--- config.mk ---
export PLATFORM = sky130hd
export DESIGN_NAME = cnm_nco_mixer
export DESIGN_NICKNAME = d
export VERILOG_FILES = /design/src/core/cnm_pkg.sv /design/src/core/cnm_fifo.sv /design/src/core/cnm_nco_mixer.sv
export SDC_FILE = /design/constraint.sdc
export NUM_CORES = 2
export LEC_CHECK = 0
export ABC_AREA = 0
export BUFFER_PORTS_ARGS = -buffer_cell sky130_fd_sc_hd__buf_4
export CAP_MARGIN = 25
export CORE_AREA = 5 5 535 537
export DETAILED_ROUTE_END_ITERATION = 16
export DIE_AREA = 0 0 540 542
export HOLD_SLACK_MARGIN = 0.15
export PLACE_DENSITY = 0.37
export SLEW_MARGIN = 20
export SYNTH_ARGS = -nofsm -noshare
export SYNTH_HDL_FRONTEND = slang
export SYNTH_SLANG_ARGS = --single-unit
--- constraint.sdc ---
create_clock -name ref_clk -period 17.3 [get_ports ref_clk]
set_input_delay 0.865 -clock ref_clk [delete_from_list [all_inputs] [get_ports ref_clk]]
set_output_delay 0.865 -clock ref_clk [all_outputs]
set_load 0.05 [all_outputs]
--- src/core/cnm_pkg.sv ---
// package of constants and types for the carrier oscillator and mixer
`default_nettype none
package cnm_pkg;
	// control word addresses, as indices on the control word port
	localparam logic [7:0] CNM_CW_GENERAL = 8'h00;
	localparam logic [7:0] CNM_CW_LEVEL_CFG = 8'h01;
	localparam logic [7:0] CNM_CW_CARRIER_CENTER_FREQUENCY = 8'h03;
	localparam logic [7:0] CNM_CW_CARRIER_PHASE_OFFSET = 8'h04;
	localparam logic [7:0] CNM_CW_FREQ_TRANSFER = 8'h05;
	localparam logic [7:0] CNM_CW_PHASE_TRANSFER = 8'h06;
	localparam logic [7:0] CNM_CW_RESAMPLER_CFG = 8'h0b;
	// field positions and widths
	localparam int CNM_GEN_ACC_CLEAR_BIT = 0;
	localparam int CNM_GEN_OFS_ZERO_BIT = 1;
	localparam int CNM_GEN_COF_LEN_LSB = 4;
	localparam int CNM_LVL_SYNC_XFER_BIT = 20;
	localparam int CNM_RS_SOF_LEN_LSB = 3;
	localparam int CNM_PO_WIDTH = 10;
	localparam int CNM_ACC_WIDTH = 32;
	localparam int CNM_LUT_ADDR_WIDTH = 18;
	localparam int CNM_AMP_WIDTH = 18;
	localparam int CNM_SAMPLE_WIDTH = 14;
	localparam int CNM_OUT_WIDTH = 15;
	localparam int CNM_PROD_WIDTH = 32;
	localparam int CNM_OUT_LSB = 16;
	localparam int CNM_FIFO_DEPTH = 16;
	// reset values, serial length step, quarter turn and amplitude limit
	localparam logic [31:0] CNM_GENERAL_RST = 32'h0000_0000;
	localparam logic [31:0] CNM_LEVEL_CFG_RST = 32'h0000_0000;
	localparam logic [31:0] CNM_RESAMPLER_CFG_RST = 32'h0000_0000;
	localparam logic [31:0] CNM_FREQ_RST = 32'h0000_0000;
	localparam logic [9:0] CNM_PHASE_RST = 10'h000;
	localparam logic [5:0] CNM_BITS_PER_CODE = 6'h08;
	localparam logic [17:0] CNM_QUARTER_TURN = 18'h1_0000;
	localparam logic [16:0] CNM_AMP_MAX = 17'h1_ffff;

	typedef struct packed {
		logic signed [CNM_OUT_WIDTH-1:0] i;
		logic signed [CNM_OUT_WIDTH-1:0] q;
	} cnm_iq_t;

	typedef struct packed {
		logic [7:0] addr;
		logic [31:0] data;
		logic wr;
	} cnm_cw_t;
endpackage : cnm_pkg
`default_nettype wire

--- src/core/cnm_fifo.sv ---
// parameterised valid/ready fifo for mixer output words
`timescale 1ns/10ps
`default_nettype none
module cnm_fifo #(
	parameter int WIDTH = 30,
	parameter int DEPTH = 16
) (
	input wire logic ref_clk,
	input wire logic rst,
	input wire logic in_valid,
	output logic in_ready,
	input wire logic [WIDTH-1:0] in_data,
	output logic out_valid,
	input wire logic out_ready,
	output logic [WIDTH-1:0] out_data
);
	localparam int AW = $clog2(DEPTH);

	logic [WIDTH-1:0] mem_reg [DEPTH];
	logic [AW-1:0] wr_ptr_reg;
	logic [AW-1:0] rd_ptr_reg;
	logic [AW:0] count_reg;
	logic push;
	logic pop;

	assign in_ready = (count_reg != (AW+1)'(DEPTH));
	assign out_valid = (count_reg != '0);
	assign out_data = mem_reg[rd_ptr_reg];
	assign push = in_valid && in_ready;
	assign pop = out_valid && out_ready;

	always_ff @(posedge ref_clk) begin
		if (push) begin
			mem_reg[wr_ptr_reg] <= in_data;
		end
	end

	always_ff @(posedge ref_clk) begin
		if (rst) begin
			wr_ptr_reg <= '0;
			rd_ptr_reg <= '0;
			count_reg <= '0;
		end else begin
			if (push) begin
				wr_ptr_reg <= (wr_ptr_reg == AW'(DEPTH-1)) ? '0 : wr_ptr_reg + 1'b1;
			end
			if (pop) begin
				rd_ptr_reg <= (rd_ptr_reg == AW'(DEPTH-1)) ? '0 : rd_ptr_reg + 1'b1;
			end
			if (push && !pop) begin
				count_reg <= count_reg + 1'b1;
			end else if (pop && !push) begin
				count_reg <= count_reg - 1'b1;
			end
		end
	end

	property p_no_overflow;
		@(posedge ref_clk) disable iff (rst)
		(count_reg == (AW+1)'(DEPTH)) && !pop |=> count_reg == (AW+1)'(DEPTH);
	endproperty
	a_no_overflow: assert property (p_no_overflow) else $error("fifo count moved while full");
endmodule : cnm_fifo
`default_nettype wire

--- src/core/cnm_nco_mixer.sv ---
// carrier oscillator, quadrature mixer and serial offset loaders
`timescale 1ns/10ps
`default_nettype none
module cnm_nco_mixer
	import cnm_pkg::*;
(
	input wire logic ref_clk,
	input wire logic rst,
	input wire cnm_cw_t cw,
	input wire logic input_sample_enable_n,
	input wire logic signed [CNM_SAMPLE_WIDTH-1:0] sample_in,
	output logic sample_ready,
	input wire logic carrier_offset_serial_data,
	input wire logic carrier_offset_word_sync,
	input wire logic resampler_offset_serial_data,
	input wire logic resampler_offset_word_sync,
	input wire logic back_end_processing_enable,
	output logic [31:0] resampler_offset_word,
	input wire logic front_end_sync_input,
	output logic iq_valid,
	input wire logic iq_ready,
	output cnm_iq_t iq_data
);
	// parabolic sine over a half turn, full 18-bit address in, 18-bit amplitude out
	function automatic logic signed [CNM_AMP_WIDTH-1:0] sine_of(input logic [17:0] addr);
		logic [16:0] u;
		logic [33:0] prod;
		logic [16:0] mag;
		u = addr[16:0];
		prod = 34'(u) * (34'h2_0000 - 34'(u));
		mag = (prod[33:15] > 19'(CNM_AMP_MAX)) ? CNM_AMP_MAX : prod[31:15];
		sine_of = addr[17] ? -$signed({1'b0, mag}) : $signed({1'b0, mag});
	endfunction : sine_of

	// symmetric rounding of a product to 15 bits, saturating the one overflow case
	function automatic logic signed [CNM_OUT_WIDTH-1:0] round15(
		input logic signed [CNM_PROD_WIDTH-1:0] p);
		logic signed [CNM_PROD_WIDTH-1:0] r;
		r = p + (p[CNM_PROD_WIDTH-1] ? 32'sh0000_7fff : 32'sh0000_8000);
		if (r[31:30] == 2'b01) begin
			round15 = 15'sh3fff;
		end else begin
			round15 = r[30:16];
		end
	endfunction : round15

	// serial word length from its two-bit code
	function automatic logic [5:0] word_len(input logic [1:0] code);
		word_len = 6'((code + 3'd1) * CNM_BITS_PER_CODE);
	endfunction : word_len

	logic [31:0] general_reg;
	logic [31:0] level_cfg_reg;
	logic [31:0] resampler_cfg_reg;
	logic [31:0] center_hold_reg;
	logic [31:0] center_act_reg;
	logic [9:0] phase_hold_reg;
	logic [9:0] phase_act_reg;
	logic [31:0] acc_reg;
	logic [31:0] cof_word_reg;

	// two-flop synchronisers for pins
	logic [1:0] eni_n_sync_reg;
	logic [CNM_SAMPLE_WIDTH-1:0] sample_meta_reg;
	logic signed [CNM_SAMPLE_WIDTH-1:0] sample_sync_reg;
	logic [1:0] fe_sync_reg;
	logic fe_sync_last_reg;
	logic [1:0] ser_data_meta_reg;
	logic [1:0] ser_data_reg;
	logic [1:0] ser_sync_meta_reg;
	logic [1:0] ser_sync_reg;

	always_ff @(posedge ref_clk) begin
		if (rst) begin
			eni_n_sync_reg <= 2'b11;
			sample_meta_reg <= '0;
			sample_sync_reg <= '0;
			fe_sync_reg <= 2'b00;
			fe_sync_last_reg <= 1'b0;
			ser_data_meta_reg <= 2'b00;
			ser_data_reg <= 2'b00;
			ser_sync_meta_reg <= 2'b00;
			ser_sync_reg <= 2'b00;
		end else begin
			eni_n_sync_reg <= {eni_n_sync_reg[0], input_sample_enable_n};
			sample_meta_reg <= sample_in;
			sample_sync_reg <= sample_meta_reg;
			fe_sync_reg <= {fe_sync_reg[0], front_end_sync_input};
			fe_sync_last_reg <= fe_sync_reg[1];
			ser_data_meta_reg <= {resampler_offset_serial_data, carrier_offset_serial_data};
			ser_data_reg <= ser_data_meta_reg;
			ser_sync_meta_reg <= {resampler_offset_word_sync, carrier_offset_word_sync};
			ser_sync_reg <= ser_sync_meta_reg;
		end
	end

	logic cw_wr_general;
	logic cw_wr_center;
	logic cw_wr_phase;
	logic freq_xfer;
	logic phase_xfer;
	logic sync_rise;
	logic sync_xfer;
	logic clear_feedback;
	logic advance;
	logic push_ready;
	logic [31:0] incr;
	logic [31:0] phase_word;
	logic [17:0] lut_addr;
	logic signed [CNM_AMP_WIDTH-1:0] sin_val;
	logic signed [CNM_AMP_WIDTH-1:0] cos_val;
	cnm_iq_t mix;

	assign cw_wr_general = cw.wr && (cw.addr == CNM_CW_GENERAL);
	assign cw_wr_center = cw.wr && (cw.addr == CNM_CW_CARRIER_CENTER_FREQUENCY);
	assign cw_wr_phase = cw.wr && (cw.addr == CNM_CW_CARRIER_PHASE_OFFSET);
	assign sync_rise = fe_sync_reg[1] && !fe_sync_last_reg;
	assign sync_xfer = sync_rise && level_cfg_reg[CNM_LVL_SYNC_XFER_BIT];
	assign freq_xfer = (cw.wr && (cw.addr == CNM_CW_FREQ_TRANSFER)) || sync_xfer;
	assign phase_xfer = (cw.wr && (cw.addr == CNM_CW_PHASE_TRANSFER)) || sync_xfer;
	assign clear_feedback = (freq_xfer || phase_xfer) && general_reg[CNM_GEN_ACC_CLEAR_BIT];
	// a stalled fifo holds the oscillator so a refused sample takes no phase step
	assign advance = !eni_n_sync_reg[1] && push_ready;
	assign sample_ready = push_ready;
	assign incr = center_act_reg + (general_reg[CNM_GEN_OFS_ZERO_BIT] ? '0 : cof_word_reg);
	// offset lands on the top ten bits and wraps a full turn
	assign phase_word = {acc_reg[31:22] + phase_act_reg, acc_reg[21:0]};
	assign lut_addr = phase_word[31:14];
	assign sin_val = sine_of(lut_addr);
	assign cos_val = sine_of(lut_addr + CNM_QUARTER_TURN);
	assign mix.i = round15(32'(sample_sync_reg) * 32'(cos_val));
	assign mix.q = round15(32'(sample_sync_reg) * 32'(sin_val));

	// configuration words
	always_ff @(posedge ref_clk) begin
		if (rst) begin
			general_reg <= CNM_GENERAL_RST;
			level_cfg_reg <= CNM_LEVEL_CFG_RST;
			resampler_cfg_reg <= CNM_RESAMPLER_CFG_RST;
		end else if (cw.wr) begin
			if (cw.addr == CNM_CW_GENERAL) begin
				general_reg <= cw.data;
			end else if (cw.addr == CNM_CW_LEVEL_CFG) begin
				level_cfg_reg <= cw.data;
			end else if (cw.addr == CNM_CW_RESAMPLER_CFG) begin
				resampler_cfg_reg <= cw.data;
			end
		end
	end

	// holding copies take processor writes
	always_ff @(posedge ref_clk) begin
		if (rst) begin
			center_hold_reg <= CNM_FREQ_RST;
			phase_hold_reg <= CNM_PHASE_RST;
		end else begin
			if (cw_wr_center) begin
				center_hold_reg <= cw.data;
			end
			if (cw_wr_phase) begin
				phase_hold_reg <= cw.data[CNM_PO_WIDTH-1:0];
			end
		end
	end

	// active copies change only on a transfer
	always_ff @(posedge ref_clk) begin
		if (rst) begin
			center_act_reg <= CNM_FREQ_RST;
			phase_act_reg <= CNM_PHASE_RST;
		end else begin
			if (freq_xfer) begin
				center_act_reg <= center_hold_reg;
			end
			if (phase_xfer) begin
				phase_act_reg <= phase_hold_reg;
			end
		end
	end

	// phase accumulator; the sum is plain modulo arithmetic, so signed words need no extra care
	always_ff @(posedge ref_clk) begin
		if (rst) begin
			acc_reg <= CNM_FREQ_RST;
		end else begin
			acc_reg <= (clear_feedback ? '0 : acc_reg) + (advance ? incr : '0);
		end
	end

	// serial loaders: channel 0 carrier offset, channel 1 resampler offset
	logic [5:0] ser_cnt_reg [2];
	logic [5:0] ser_len_reg [2];
	logic [31:0] ser_shift_reg [2];
	logic [31:0] ser_word [2];
	logic [1:0] ser_step;
	logic [5:0] ser_len_cfg [2];

	assign ser_step = {back_end_processing_enable, 1'b1};
	assign ser_len_cfg[0] = word_len(general_reg[CNM_GEN_COF_LEN_LSB +: 2]);
	assign ser_len_cfg[1] = word_len(resampler_cfg_reg[CNM_RS_SOF_LEN_LSB +: 2]);

	always_comb begin
		for (int c = 0; c < 2; c++) begin
			// msb first: earlier bits end up higher, then left-justify the short word
			ser_word[c] = {ser_shift_reg[c][30:0], ser_data_reg[c]} << (6'd32 - ser_len_reg[c]);
		end
	end

	always_ff @(posedge ref_clk) begin
		if (rst) begin
			for (int c = 0; c < 2; c++) begin
				ser_cnt_reg[c] <= '0;
				ser_len_reg[c] <= '0;
				ser_shift_reg[c] <= '0;
			end
			cof_word_reg <= CNM_FREQ_RST;
			resampler_offset_word <= CNM_FREQ_RST;
		end else begin
			for (int c = 0; c < 2; c++) begin
				if (ser_step[c]) begin
					if (ser_sync_reg[c]) begin
						ser_cnt_reg[c] <= ser_len_cfg[c];
						ser_len_reg[c] <= ser_len_cfg[c];
					end else if (ser_cnt_reg[c] != '0) begin
						ser_shift_reg[c] <= {ser_shift_reg[c][30:0], ser_data_reg[c]};
						ser_cnt_reg[c] <= ser_cnt_reg[c] - 6'd1;
						if (ser_cnt_reg[c] == 6'd1) begin
							if (c == 0) begin
								cof_word_reg <= ser_word[c];
							end else begin
								resampler_offset_word <= ser_word[c];
							end
						end
					end
				end
			end
		end
	end

	cnm_fifo #(
		.WIDTH($bits(cnm_iq_t)),
		.DEPTH(CNM_FIFO_DEPTH)
	) u_fifo (
		.ref_clk(ref_clk),
		.rst(rst),
		.in_valid(!eni_n_sync_reg[1]),
		.in_ready(push_ready),
		.in_data(mix),
		.out_valid(iq_valid),
		.out_ready(iq_ready),
		.out_data(iq_data)
	);

	property p_acc_step;
		@(posedge ref_clk) disable iff (rst)
		advance && !clear_feedback |=> acc_reg == $past(acc_reg) + $past(incr);
	endproperty
	a_acc_step: assert property (p_acc_step) else $error("accumulator step wrong");

	property p_acc_hold;
		@(posedge ref_clk) disable iff (rst)
		!advance && !clear_feedback |=> $stable(acc_reg);
	endproperty
	a_acc_hold: assert property (p_acc_hold) else $error("accumulator moved without enable");

	property p_ofs_zero;
		@(posedge ref_clk) disable iff (rst)
		general_reg[CNM_GEN_OFS_ZERO_BIT] && advance && !clear_feedback
		|=> acc_reg == $past(acc_reg) + $past(center_act_reg);
	endproperty
	a_ofs_zero: assert property (p_ofs_zero) else $error("offset term not zeroed");

	property p_freq_xfer;
		@(posedge ref_clk) disable iff (rst)
		cw.wr && cw.addr == CNM_CW_FREQ_TRANSFER |=> center_act_reg == $past(center_hold_reg);
	endproperty
	a_freq_xfer: assert property (p_freq_xfer) else $error("centre transfer missed");

	property p_active_hold;
		@(posedge ref_clk) disable iff (rst)
		!freq_xfer && !phase_xfer |=> $stable(center_act_reg) && $stable(phase_act_reg);
	endproperty
	a_active_hold: assert property (p_active_hold) else $error("active copy changed");

	property p_sync_xfer;
		@(posedge ref_clk) disable iff (rst)
		level_cfg_reg[CNM_LVL_SYNC_XFER_BIT] && fe_sync_reg[1] && !fe_sync_last_reg
		|=> center_act_reg == $past(center_hold_reg) && phase_act_reg == $past(phase_hold_reg);
	endproperty
	a_sync_xfer: assert property (p_sync_xfer) else $error("sync transfer missed");

	property p_acc_clear;
		@(posedge ref_clk) disable iff (rst)
		clear_feedback && !advance |=> acc_reg == '0;
	endproperty
	a_acc_clear: assert property (p_acc_clear) else $error("feedback not cleared");

	property p_cof_byte;
		@(posedge ref_clk) disable iff (rst)
		ser_sync_reg[0] && general_reg[CNM_GEN_COF_LEN_LSB +: 2] == 2'b00
		##1 !ser_sync_reg[0] [*8] |=> cof_word_reg[23:0] == '0;
	endproperty
	a_cof_byte: assert property (p_cof_byte) else $error("short word not left-justified");

	property p_phase_wrap;
		@(posedge ref_clk) disable iff (rst)
		32'(phase_word - acc_reg) == {phase_act_reg, 22'h00_0000};
	endproperty
	a_phase_wrap: assert property (p_phase_wrap) else $error("phase offset not applied");
endmodule : cnm_nco_mixer
`default_nettype wire

==> results.json <==
{
  "status": "finished with violations",
  "violations": "setup timing",
  "worstSetupPathType": "flop to flop",
  "grt_pass1_vias": 52800,
  "grt_max_degree": 150,
  "report.final.slew_viol_count": 0,
  "maxCapViolCount": 0,
  "cts_sinks": 805,
  "first_pass_iters": 6,
  "cts_tree": "yes",
  "dieArea_um2": 293000,
  "crit_path_start_kind": "flop",
  "gp_congestion": 0.812,
  "yosysUniqueCellTypes": 101,
  "worstPathArrival_ns": 18.02,
  "antenna_found_initial": 12,
  "max-vdd-ir-drop_mv": 0.144,
  "synth_ff_type": "edfxtp_1",
  "yosysWarnings": 0,
  "fp.dieW_um": 540,
  "areaGrowthSynthToFinish_pct": 22.8,
  "cts_buffers": 100,
  "synth_area_leaders": "edfxtp_1 24%, fa_1 24%, ha_1 8.1%",
  "power_density_nw_per_um2": 112,
  "yosys.area.top_type": "edfxtp_1",
  "die_h_um": 542,
  "final_nets": 8761,
  "wl_met3_um": 7730,
  "multi_input_area_um2": 44700,
  "finalCritPeriodShare_pct": 101,
  "register_area_um2": 21700,
  "async_reset_ff_share_pct": 0,
  "fmax_mhz": 57.3,
  "cts.clk_slew.worst_paths_ns": 0.06,
  "hold_viol": 0,
  "drcViolationCount": 0,
  "hold_path_class": "input pin to flop",
  "instances_no_fill": 11200,
  "leakagePower_nw": 36.9,
  "path_max_fanout": 8,
  "drt_wl_total_um": 209000,
  "routedWlPerCell_um": 18.6,
  "cpMaxStageDelayCell": "fa_1",
  "cp.required_ns": 17.88,
  "core-area_um2": 281000,
  "overflow": 0,
  "start_util_pct": 24.8,
  "io_pins": 129,
  "largest_reg_flops": 480,
  "synth_area_um2": 69800,
  "placementRows": 195,
  "wl_met1_um": 97000,
  "setup_slack_ns": -0.144,
  "synth-seq-area-share_pct": 31.1,
  "htreeDepth": 3,
  "placedCellCount": 11000,
  "drtIter0Drc": 2510,
  "dpl.hpwl_um": 157000,
  "min_period_ns": 17.44,
  "dr_total_vias": 48700,
  "ys_ff_latch": 805,
  "wl_met2_um": 100000,
  "tightest_slew_ns": 1.05,
  "via_per_inst": 4.34,
  "grt_pass1_wl_um": 324000,
  "fin_worst_skew_ns": 0.145,
  "clockBufferDepth": 4,
  "clk_latency_ns": 0.85,
  "ys_top_cells_by_count": "1043 x inv_1, 823 x fa_1, 608 x nand2_1, 560 x edfxtp_1, 454 x ha_1",
  "yosysMostFrequentCell": "inv_1",
  "yosysTopAreaCellShare_pct": 24.1,
  "grt_util_all_layers_pct": 14.2,
  "cp-end-kind": "flop",
  "n_fill_cell": 29300,
  "synth-edff-count": 560,
  "synthCells": 6616,
  "pre_cts_ws_ns": -0.837,
  "ant_nets": 0,
  "cpPeakStageDelay_ns": 0.58,
  "rsz0062_at_grt": "true",
  "top_layer": "met5",
  "max_slew_margin_pct": 29.9,
  "layout-drive-gt1-share_pct": 20.6,
  "portBuffers": 128,
  "cp_common_cell": "fa_1",
  "root_buffer": "clkbuf_16",
  "setup_viol_count_final": 182,
  "synth.avg_cell_area_um2": 10.6
}
## worst max-delay path: cells and delay by family, from the launching register on
kind,cells,cell delay (ns)
adders and majority gates,19,7.71
and+or+nand+nor,18,3.57
AOI/OAI and AO/OA,14,3.14
buffers and inverters,19,1.55
muxes,3,0.74
DFF,1,0.35
xor gates and xnor gates,1,0.13
## area by class of cell
class / count / area share (%)
repair buffers: 945 / 8.84
inverters: 1049 / 4.61
clock buffers: 128 / 3.10
diodes: 3 / 0.00876
multi-input cells: 4518 / 52.2
flip-flops and latches: 805 / 25.4
clock inverters: 47 / 0.474
well taps: 3743 / 5.46
## timing repair
action	in CTS	in global routing
hold buffers	0	0
endpoints found under the setup margin	480	480
pin swaps	32	97
resized for setup	92	240
buffers inserted	26	35
gates cloned	6	11
## power by group
part | total, mW | internal (mW) | switching (mW) | leakage [nW]
Sequential | 2.89 | 2.78 | 0.107 | 7.21
Clock | 1.99 | 1.14 | 0.842 | 1.49
Combinational | 4.73 | 2.07 | 2.66 | 28.2
## path summary, 6_finish.rpt
check	from	to	slack, ns	cells after the start
hold / removal	carrier_offset_serial_data	ser_data_meta_reg[0]	0.27	2
setup reg to reg	acc_reg[22]	u_fifo.mem_reg[3][18]	-0.14	74
hold reg to reg	sample_meta_reg[9]	sample_sync_reg[9]	0.36	1
setup / recovery	acc_reg[22]	u_fifo.mem_reg[3][18]	-0.14	74
## placed cells by master (no fill, tap or decap), types with 17 or more instances in the layout
cell	synthesis	layout
inv_1	1043	1021
buf_4	3	875
fa_1	823	803
nand2_1	608	599
edfxtp_1	560	560
ha_1	454	417
nor2_1	413	394
and2_1	320	317
a21oi_1	281	269
dfxtp_1	245	239
nor2b_1	194	190
nand2b_1	162	157
mux4_2	150	150
xnor2_1	140	132
o21ai_0	132	114
clkbuf_16	0	102
mux2i_1	69	67
xor2_1	66	64
nor3_1	73	62
nand3_1	65	61
a21o_1	58	57
buf_6	3	43
a22oi_1	35	35
o21a_1	33	33
ha_4	0	33
conb_1	2	32
or2_2	31	29
clkbuf_1	230	23
inv_2	2	22
o211ai_1	22	22
and3_1	27	21
a211oi_1	24	21
fa_2	0	20
clkinv_1	4	19
mux2_2	19	19
or3_1	20	18
buf_12	0	17
## routing by layer
metal	track usage, %	vias to the layer above
met5	0	-
met4	2.86	8
met3	1.96	193
met2	24.2	726
met1	19.2	24600
li1	-	23200
## stage by stage
step	hold slack (ns)	cell area [µm²]	TNS [ns]	power, mW	util [%]
final	0.269	85700	-9.67	9.61	30.5
after global placement	0.420	80500	-263.62	7.10	28.6
after detailed placement	0.422	80500	-293.60	7.14	28.6
after CTS	0.190	84300	-3.57	9.33	30.0
after global routing	0.237	85700	-217.27	10.3	30.5
after floorplan	0.389	70100	-0.0491	5.35	-
## logic make-up (layout without fill, tap and decap cells)
logic type / count (synthesis) / count (layout) / share of synthesized area [%]
fa+ha+maj: 1278 / 1278 / 31.8
other cells: 2 / 35 / 0.0108
compound gates: 752 / 753 / 6.83
buf+inv: 1325 / 2169 / 7.19
simple gates: 2006 / 2006 / 14.3
mux: 240 / 241 / 6.17
xor+xnor: 208 / 208 / 2.63
flops: 805 / 805 / 31.1
Power figures use the tool's default switching activity.
